## src/logic/frc_pkg.sv

```systemverilog
package frc_pkg;

  // ----------------------------------------
  // register map (byte addresses)
  // ----------------------------------------
  localparam logic [7:0] FRC_CTRL_A_OFS = 8'h00;
  localparam logic [7:0] FRC_CTRL_B_OFS = 8'h04;
  localparam logic [7:0] FRC_CMD_OFS = 8'h08;
  localparam logic [7:0] FRC_STAT_OFS = 8'h0C;

  // ----------------------------------------
  // field positions
  // ----------------------------------------
  localparam int FRC_GLOBAL_RELEASE_BIT = 2;
  localparam int FRC_RAM_SUBMODE_BIT = 1;
  localparam int FRC_BLOCK0_LOCK_BIT = 5;
  localparam int FRC_BLOCK1_LOCK_BIT = 6;

  // ----------------------------------------
  // reset values
  // ----------------------------------------
  localparam logic [7:0] FRC_CTRL_A_RST = 8'h00;
  localparam logic [7:0] FRC_CTRL_B_RST = 8'h60;

  // ----------------------------------------
  // geometry and timing
  // ----------------------------------------
  localparam int FRC_BLOCKS = 6;
  localparam int FRC_DATA_BLOCK_BYTES = 1024;
  localparam int FRC_CLK_HZ = 10_000_000;
  localparam int FRC_OP_NS = 1000;
  localparam int FRC_OP_CYC = (FRC_OP_NS * (FRC_CLK_HZ / 1_000_000) + 999) / 1000;

  typedef enum logic [1:0]
  {
    FRC_MODE_CPU = 2'b00,
    FRC_MODE_SERIAL = 2'b01,
    FRC_MODE_PARALLEL = 2'b11
  } frc_mode_t;

  // five software commands
  typedef enum logic [2:0]
  {
    FRC_CMD_READ_ARRAY = 3'h1,
    FRC_CMD_READ_STATUS = 3'h2,
    FRC_CMD_CLEAR_STATUS = 3'h3,
    FRC_CMD_PROGRAM = 3'h4,
    FRC_CMD_BLOCK_ERASE = 3'h5
  } frc_cmd_t;

  typedef enum logic [1:0]
  {
    FRC_ST_IDLE = 2'b00,
    FRC_ST_BUSY = 2'b01,
    FRC_ST_DONE = 2'b11
  } frc_state_t;

  // request carried to the flash array
  typedef struct packed
  {
    logic valid;
    logic erase;
    logic bootArea;
    logic [2:0] block;
    logic [7:0] data;
  } frc_array_req_t;

  typedef struct packed
  {
    logic psel;
    logic penable;
    logic pwrite;
    logic [7:0] paddr;
    logic [31:0] pwdata;
  } frc_apb_req_t;

endpackage

```

## src/logic/frc_flash_rewrite_control.sv

```systemverilog
// The APB slave port and the register addresses were left to the implementer.
`timescale 1ns/1ps

module frc_flash_rewrite_control
#(
  parameter bit HAS_DATA_FLASH = 1'b1
)
(
  // clock and reset
  input wire logic ref_clk,
  input wire logic rst,
  // apb slave
  input wire frc_pkg::frc_apb_req_t apbReq,
  output logic [31:0] prdata,
  output logic pready,
  output logic pslverr,
  // mode pins from outside
  input wire logic [1:0] modePins,
  input wire logic idCheckPass,
  input wire logic romProtect,
  // flash array side
  output frc_pkg::frc_array_req_t arrayReq,
  input wire logic arrayBusy,
  // status out
  output logic fetchFromFlashOk,
  output logic bootSelect
);
  import frc_pkg::*;

  // ----------------------------------------
  // pin synchronisers
  // ----------------------------------------
  logic [3:0] syncA;
  logic [3:0] syncB;
  wire [3:0] pinsIn = {romProtect, idCheckPass, modePins};
  // nothing but the second stage reads the first, and only the second feeds logic
  always_ff @(posedge ref_clk)
  begin
    syncA <= pinsIn;
    syncB <= syncA;
  end
  wire frc_mode_t mode = frc_mode_t'(syncB[1:0]);
  wire idOk = syncB[2];
  wire protectOn = syncB[3];

  // ----------------------------------------
  // registers
  // ----------------------------------------
  logic [7:0] flash_control_reg_a;
  logic [7:0] flash_control_reg_b;
  logic [7:0] cmdData;
  logic [2:0] cmdBlock;
  frc_cmd_t lastCmd;
  frc_state_t state;
  logic [7:0] opCount;
  logic lockError;
  logic cmdError;

  wire global_lock_release = flash_control_reg_a[FRC_GLOBAL_RELEASE_BIT];
  wire ram_exec_rewrite_submode = flash_control_reg_a[FRC_RAM_SUBMODE_BIT];
  wire flash_exec_rewrite_submode = ~ram_exec_rewrite_submode;
  wire block0_lock = flash_control_reg_b[FRC_BLOCK0_LOCK_BIT];
  wire block1_lock = flash_control_reg_b[FRC_BLOCK1_LOCK_BIT];

  // ----------------------------------------
  // apb decode
  // ----------------------------------------
  wire access = apbReq.psel & apbReq.penable;
  wire wrEn = access & apbReq.pwrite;
  wire hitA = apbReq.paddr == FRC_CTRL_A_OFS;
  wire hitB = apbReq.paddr == FRC_CTRL_B_OFS;
  wire hitCmd = apbReq.paddr == FRC_CMD_OFS;
  wire hitStat = apbReq.paddr == FRC_STAT_OFS;
  wire mapped = hitA | hitB | hitCmd | hitStat;
  wire frc_cmd_t cmdCode = frc_cmd_t'(apbReq.pwdata[2:0]);
  wire cmdWrite = wrEn & hitCmd;
  wire [2:0] reqBlock = apbReq.pwdata[10:8];

  // ----------------------------------------
  // lock evaluation
  // ----------------------------------------
  wire [FRC_BLOCKS-1:0] blockOk;
  genvar gi;
  generate
    for (gi = 0; gi < FRC_BLOCKS; gi++)
    begin : gen_lock
      if (gi == 0)
      begin : g0
        assign blockOk[gi] = global_lock_release & ~block0_lock;
      end
      else if (gi == 1)
      begin : g1
        assign blockOk[gi] = global_lock_release & ~block1_lock;
      end
      else if (gi < 4)
      begin : g23
        assign blockOk[gi] = global_lock_release;
      end
      else
      begin : gdata
        // data blocks A and B exist only on the larger variant
        assign blockOk[gi] = global_lock_release & HAS_DATA_FLASH;
      end
    end
  endgenerate

  // block numbers past the last block count as locked instead of indexing off the vector
  wire inRange = reqBlock < 3'(FRC_BLOCKS);
  wire blockHit = inRange ? blockOk[reqBlock] : 1'b0;
  // each mode has its own gate; serial and parallel bypass the cpu lock bits
  wire cpuOk = (mode == FRC_MODE_CPU) & blockHit;
  wire serialOk = (mode == FRC_MODE_SERIAL) & idOk;
  wire parallelOk = (mode == FRC_MODE_PARALLEL) & ~protectOn;
  // the fourth pin code is no mode at all and denies every rewrite
  wire modeOk = cpuOk | serialOk | parallelOk;
  wire isWriteCmd = (cmdCode == FRC_CMD_PROGRAM) | (cmdCode == FRC_CMD_BLOCK_ERASE);
  wire knownCmd = isWriteCmd | (cmdCode == FRC_CMD_READ_ARRAY) |
                  (cmdCode == FRC_CMD_READ_STATUS) | (cmdCode == FRC_CMD_CLEAR_STATUS);
  wire cmdAccepted = (mode != FRC_MODE_SERIAL) | idOk;
  wire startOp = cmdWrite & isWriteCmd & cmdAccepted & (state == FRC_ST_IDLE);
  wire launch = startOp & inRange & modeOk;
  wire denied = startOp & ~(inRange & modeOk);

  // ----------------------------------------
  // control registers
  // ----------------------------------------
  always_ff @(posedge ref_clk)
  begin
    if (rst)
    begin
      flash_control_reg_a <= FRC_CTRL_A_RST;
      flash_control_reg_b <= FRC_CTRL_B_RST;
    end
    else
    begin
      // only the low byte is implemented; upper write data is dropped
      if (wrEn & hitA)
      begin
        flash_control_reg_a <= apbReq.pwdata[7:0];
      end
      if (wrEn & hitB)
      begin
        flash_control_reg_b <= apbReq.pwdata[7:0];
      end
    end
  end

  // ----------------------------------------
  // command sequencer
  // ----------------------------------------
  frc_state_t next_state;
  // the array may outlast the minimum time, so busy waits for both
  wire opDone = (opCount == 8'h00) & ~arrayBusy;
  always_comb
  begin
    next_state = state;
    case (state)
      FRC_ST_IDLE:
      begin
        if (launch)
          next_state = FRC_ST_BUSY;
      end
      FRC_ST_BUSY:
      begin
        if (opDone)
          next_state = FRC_ST_DONE;
      end
      // done lasts one cycle before the sequencer takes commands again
      FRC_ST_DONE:
      begin
        next_state = FRC_ST_IDLE;
      end
      default:
      begin
        next_state = FRC_ST_IDLE;
      end
    endcase
  end

  always_ff @(posedge ref_clk)
  begin
    if (rst)
      state <= FRC_ST_IDLE;
    else
      state <= next_state;
  end

  always_ff @(posedge ref_clk)
  begin
    if (rst)
    begin
      opCount <= 8'h00;
      cmdBlock <= 3'h0;
      cmdData <= 8'h00;
      lastCmd <= FRC_CMD_READ_ARRAY;
    end
    else
    begin
      if (launch)
      begin
        opCount <= 8'(FRC_OP_CYC);
        cmdBlock <= reqBlock;
        cmdData <= apbReq.pwdata[23:16];
        lastCmd <= cmdCode;
      end
      else if (opCount != 8'h00)
        opCount <= opCount - 8'h01;
    end
  end

  // ----------------------------------------
  // error flags: a new error wins over a clear
  // ----------------------------------------
  wire clearErr = cmdWrite & (cmdCode == FRC_CMD_CLEAR_STATUS);
  wire badCmd = cmdWrite & ~knownCmd;
  always_ff @(posedge ref_clk)
  begin
    if (rst)
    begin
      lockError <= 1'b0;
      cmdError <= 1'b0;
    end
    else
    begin
      lockError <= denied | (lockError & ~clearErr);
      cmdError <= badCmd | (cmdError & ~clearErr);
    end
  end

  // ----------------------------------------
  // array request, one pulse per accepted command
  // ----------------------------------------
  always_ff @(posedge ref_clk)
  begin
    if (rst)
    begin
      arrayReq <= '0;
    end
    else
    begin
      arrayReq.valid <= (state == FRC_ST_IDLE) & (next_state == FRC_ST_BUSY);
      // boot area replaces the user area at the same addresses in boot mode
      arrayReq.bootArea <= (mode == FRC_MODE_SERIAL);
      // command fields stay put after the pulse so the array may read them late
      if (launch)
      begin
        arrayReq.erase <= (cmdCode == FRC_CMD_BLOCK_ERASE);
        arrayReq.block <= reqBlock;
        arrayReq.data <= apbReq.pwdata[23:16];
      end
    end
  end

  // ----------------------------------------
  // outputs
  // ----------------------------------------
  always_ff @(posedge ref_clk)
  begin
    if (rst)
    begin
      bootSelect <= 1'b0;
      fetchFromFlashOk <= 1'b0;
    end
    else
    begin
      bootSelect <= (mode == FRC_MODE_SERIAL);
      // in ram sub-mode instruction fetch from flash is cut during a rewrite
      fetchFromFlashOk <= flash_exec_rewrite_submode | (state == FRC_ST_IDLE);
    end
  end

  // ----------------------------------------
  // read back
  // ----------------------------------------
  wire [31:0] statWord = {16'h0000, 3'h0, cmdBlock, 1'b0, lastCmd, cmdError, lockError,
                          state, mode};
  wire [31:0] readMux = hitA ? {24'h00_0000, flash_control_reg_a} :
                        hitB ? {24'h00_0000, flash_control_reg_b} :
                        hitStat ? statWord : 32'h0000_0000;
  // zero wait state slave: read data is captured in the setup cycle so it stands in the access
  wire setupRead = apbReq.psel & ~apbReq.penable & ~apbReq.pwrite;

  always_ff @(posedge ref_clk)
  begin
    if (rst)
      prdata <= 32'h0000_0000;
    else if (setupRead)
      prdata <= readMux;
  end

  assign pready = 1'b1;
  assign pslverr = access & ~mapped;
  wire unusedData = ^cmdData;

endmodule

```

## config.mk

```make
export PLATFORM = sky130hd
export DESIGN_NAME = frc_flash_rewrite_control
export DESIGN_NICKNAME = d
export VERILOG_FILES = /design/src/logic/frc_pkg.sv /design/src/logic/frc_flash_rewrite_control.sv
export SDC_FILE = /design/constraint.sdc
export NUM_CORES = 1
export LEC_CHECK = 0
export BUFFER_PORTS_ARGS = -buffer_cell sky130_fd_sc_hd__buf_2
export CAP_MARGIN = 20
export CELL_PAD_IN_SITES_DETAIL_PLACEMENT = 1
export CELL_PAD_IN_SITES_GLOBAL_PLACEMENT = 1
export CORE_ASPECT_RATIO = 1.75
export CORE_MARGIN = 5
export CORE_UTILIZATION = 37
export DETAILED_ROUTE_END_ITERATION = 10
export GPL_ROUTABILITY_DRIVEN = 0
export PLACE_DENSITY = 0.81
export SETUP_SLACK_MARGIN = 0.2
export SLEW_MARGIN = 15
export SYNTH_ARGS = -nofsm -noshare
export SYNTH_HDL_FRONTEND = slang
export SYNTH_SLANG_ARGS = --single-unit
```

## constraint.sdc

```tcl
create_clock -name ref_clk -period 2.75 [get_ports ref_clk]
set_input_delay 0.55 -clock ref_clk [delete_from_list [all_inputs] [get_ports ref_clk]]
set_output_delay 0.55 -clock ref_clk [all_outputs]
set_load 0.02 [all_outputs]
```

Word-level counts from Yosys, hierarchy flattened

Index checks and enable logic that the tools add are counted.

Mux-type cells: 11
Div/mod/pow operators: 0
Equality and inequality tests: 13
Reductions and logical operators: 7
Add/sub/neg operators: 1
$lt $le $gt $ge: 2
Multiply operators: 0
Shift operators: 0
Bitwise gates (word level): 50

Operator list:

| cell                  | number |
|---|---|
| $mux W13              | 3 |
| $and A1 B1 Y1         | 26 |
| $eq A8 B4 Y1 const B  | 2 |
| $logic_not A8 Y1      | 2 |
| $or A1 B1 Y1          | 13 |
| $not A1 Y1            | 11 |
| $eq A8 B3 Y1 const B  | 1 |
| $mux W4               | 2 |
| $reduce_bool A8 Y1    | 1 |
| $sub A8 B1 Y8 const B | 1 |
| $eq A2 B1 Y1 const B  | 3 |
| $eq A3 B2 Y1 const B  | 2 |
| $eq A3 B3 Y1 const B  | 2 |
| $logic_not A2 Y1      | 2 |
| $lt A3 B4 Y1 const B  | 1 |
| $mux W2               | 2 |
| $pmux W2 S2           | 1 |
| $bmux W1 S3           | 1 |
| $eq A3 B1 Y1 const B  | 1 |
| $lt A3 B3 Y1 const B  | 1 |
| $eq A2 B2 Y1 const B  | 1 |
| $mux W1               | 2 |
| $ne A2 B1 Y1 const B  | 1 |
| $reduce_bool A2 Y1    | 1 |
| $reduce_or A2 Y1      | 1 |

Register bits after elaboration: 86
Bits in writable memories: 0
Memories: 0
Bits in latches: 0
Bits in read-only memories: 0

Logic depth before layout (Yosys ltp)

Depth after elaboration: 13
Gate-level depth with buffers: 7

Worst setup path after synthesis

No wires, ideal clock.

Path kind: input -> register
From: input port apbReq[37] in the netlist's numbering
To: register arrayReq[5] in the netlist's numbering
Data required time: 2.678 ns
Slack: 0.616 ns
Cell stages on the path: 5
Library setup time: 0.072 ns
Path buffers: 1
Arrival: 2.062 ns
Path through: or4_4 nor4_4 and4bb_4 buf_6 mux2i_1

Cells in the longest elaborated chain, start to end: 7

RTL lines:

| element                    | RTL line                         | RTL |
|---|---|---|
| start, declared            | frc_flash_rewrite_control.sv:13  | `input wire frc_pkg::frc_apb_req_t apbReq,` |
| $eq A8 B4 Y1               | frc_flash_rewrite_control.sv:72  | `wire hitCmd = apbReq.paddr == FRC_CMD_OFS;` |
| $and A1 B1 Y1              | frc_flash_rewrite_control.sv:76  | `wire cmdWrite = wrEn & hitCmd;` |
| $and A1 B1 Y1 (3 in a row) | frc_flash_rewrite_control.sv:120 | `wire startOp = cmdWrite & isWriteCmd & cmdAccepted & (state == FRC_ST_IDLE);` |
| $and A1 B1 Y1 (2 in a row) | frc_flash_rewrite_control.sv:121 | `wire launch = startOp & inRange & modeOk;` |
| end, declared              | frc_flash_rewrite_control.sv:22  | `output frc_pkg::frc_array_req_t arrayReq,` |

Every way passes these cells.
A chain may end at the register's enable or synchronous reset.

Worst setup path after layout

From: input port apbReq[39] in the netlist's numbering
To: output port pslverr

Cells in the longest elaborated chain, start to end: 6
Elaborated cells on any way between the ends: 9
Classes of those cells: eq/ne: 3; bitwise: 5; reduce/logical: 1

RTL lines:

| element                                                 | RTL line                                                         | RTL |
|---|---|---|
| $eq A8 B3 Y1 / $logic_not A8 Y1 (equally long branches) | frc_flash_rewrite_control.sv:71, frc_flash_rewrite_control.sv:70 |  |
| $or A1 B1 Y1 (2 in a row)                               | frc_flash_rewrite_control.sv:74                                  | `wire mapped = hitA \| hitB \| hitCmd \| hitStat;` |
| $or A1 B1 Y1 *                                          | frc_flash_rewrite_control.sv:74                                  |  |
| $not A1 Y1 *                                            | frc_flash_rewrite_control.sv:292                                 | `assign pslverr = access & ~mapped;` |
| $and A1 B1 Y1 *                                         | frc_flash_rewrite_control.sv:292                                 |  |
| end, declared                                           | frc_flash_rewrite_control.sv:16                                  | `output logic pslverr,` |

Mark *: on every way between the ends. The rest lies on a longest branch, timed or not.

==> metrics <==
Slew HR ~60%; worst reg-to-reg setup slack between 600 and 700 ps; initial antenna violation count 0; ys async rst share 0%; largest net degree at the start of global routing 44; IO buf count between 60 and 70; Cell Area, Synth approximately 2900 um^2; Placeable Area just under 8000 um^2; commonest cells after routing, fill and taps aside 66 x dfxtp_1, 65 x buf_2, 36 x nor2_1, 28 x mux2i_1, 25 x nand2b_1; final worst path period share 80.9%; Congestion Overflow GR 0; I/O pin total 100; Clock Tree Root clkbuf_16; Critical Path Start Type primary input; HP Start syncA[3]; number of detailed-route iterations in the first pass 4; Total Wirelength between 7000 and 8000 um; Initial Utilization between 30% and 40%; Final #Nets between 400 and 500; htree depth 3; FF-to-FF path depth 7; Reg clk slew, reported paths approximately 50 ps; layout cells sized above 1 between 20% and 30%; reg2reg end opCount[1]; utilization after layout 45.8%; count of state elements after synthesis 66; die area about 10000 um^2; Critical Path Max Stage Delay 530 ps; Final Max Slew Viols 0; CP Class in -> out; status finished clean; Setup TNS Final 0 ps; Gate Count Post-Synth ~300; Crit-path slowest cell nor4_1; post-CTS setup buffer count 0; CP cell instances buf_2 > nor4_1 > nand2_1 > and3_1 > buf_2; Tmin final 2220 ps; Mean Syn Cell Area between 9 and 10 um^2; first-pass GRT wire length 11700 um; synth-to-layout area growth 22.2%; Clock Skew approximately 8.2 ps; Worst path most repeated cell buf_2; final setup fails 0; max cap viols 0; drt drc 0; slew at the pin closest to its max-slew limit 603 ps; via count ~2400; PwrDens 733 nW/um^2; ANT nets after route 0; clock latency on the worst-skew pair between 300 and 400 ps; HPWL Detailed approximately 5500 um; die width about 77 um; synth unique cells a little under 50; most common cell after layout, fill and taps aside dfxtp_1; hold depth 0; Worst Hold End syncB[3]; final hold viol count 0; placed cells 446; Post-synth EDFFs 0; FP Rows 43; CTS-repair resized insts 0; total track usage 15.2%; Ant. Diodes 0; wire per inst ~16 um; CP Capture Type primary output; Seq/Total Area, Yosys 44.9%; CTS sink cnt 66; Critical Path RT around 2200 ps; vias in the first global route ~2500; Worst IR Drop VDD 0.336 mV; CP max FO 3; Worst EP arrival 1670 ps; worst hold-check path type reg -> reg; hold buffers post-CTS 0; reg2reg start opCount[0]; Most used DFF post-synth dfxtp_1; static leakage roughly 1.6 nW; RSZ-0062 raised after global routing false; CTS tree built; fin cells between 400 and 500; total CTS buffers 9; chip height about 130 um; YS warnings 0; Max clock buf depth 2; hold_ws 323 ps; Initial DRC Count between 80 and 90; fmax 450 MHz; Vias/cell ~5.1
-- power breakdown --
| group | leakage (nW) | internal (mW) | switching, mW |
|---|---|---|---|
| registers | 0.537 | 1.01 | 0.0399 |
| logic | 0.936 | 0.187 | 0.210 |
| clock network | 0.151 | 0.819 | 0.374 |
-- critical path: cells and delay by family --
kind	cells	cell delay [ps]
and+or+nand+nor	3	870
buffers and inverters	2	260
-- how the worst max path moves through the flow --
stage | endpoint | start | slack [ps] | depth (start not counted)
detailed placement | arrayReq[7] | apbReq[37] | 270 | 5
CTS | pslverr | apbReq[39] | 510 | 5
finish | pslverr | apbReq[39] | 530 | 5
global route | pslverr | apbReq[39] | 460 | 5
floorplan | arrayReq[5] | apbReq[37] | 620 | 5
global placement | arrayReq[12] | apbReq[37] | 300 | 5
-- cell usage after synthesis (2+ instances only) --
cell       n  share of area [%]
nand2_1    3               0.38
nor4_1     8                1.7
nand2b_1  25                5.3
xnor2_1    4                1.2
nor2_1    36                4.6
nand4_1    2               0.43
nor3b_1    2               0.51
o21a_1     3               0.77
mux2_2     9                3.4
a21oi_1    6                1.0
mux2i_1   28                9.5
buf_4     23                5.9
conb_1     2               0.26
and3_1     2               0.43
a22oi_1   12                3.1
or3b_2     3               0.89
nor3_1     6                1.0
a211o_1    2               0.60
nor2b_1    4               0.85
o21ai_0    2               0.34
clkbuf_1  11                1.4
a22o_1     8                2.4
inv_1      7               0.89
dfxtp_1   66                 45
-- routing by layer --
metal | part of all wire (%) | track usage, % | up-vias
met5 | 0 | 0 | -
met4 | 3.6 | 9.72 | 0
li1 | - | - | 1148
met1 | 36 | 14.2 | 1124
met2 | 55 | 28.5 | 69
met3 | 5.0 | 3.87 | 18
-- final cells by class --
class                   count  area (um^2)
clock buffers              14          254
clock inverters             2         60.1
fillers                   932         4260
inverters                   7         26.3
multi-input cells         208         1420
flip-flops and latches     66         1320
well taps                  90          113
repair buffers             75          400
-- kinds of logic (layout without fill, tap and decap cells) --
group,count (synthesis),count (layout),share of synthesized area [%]
compound gates,40,40,10.2
xor+xnor,4,4,1.19
fa+ha+maj,1,1,0.425
buf+inv,44,98,9.23
flops,66,66,44.9
mux,37,37,13.0
other cells,2,21,0.255
simple gates,105,105,20.8
-- through the flow --
stage               cell area (um^2)  total power, mW  worst slack (ps)
floorplan                       3010             1.38               616
global placement                3280             1.44               300
detailed placement              3280             1.46               269
CTS                             3590             2.67               510
global route                    3590             2.76               464
finish                          3590             2.64               526
-- registers in the layout, summed over array words and instances, names as in the netlist, 2 cells and up --
signal	count
syncA	4
flash_control_reg_b	8
prdata	12
arrayReq	13
state	2
flash_control_reg_a	8
opCount	8
syncB	4
lastCmd	3
(Power assumes the default switching activity.)
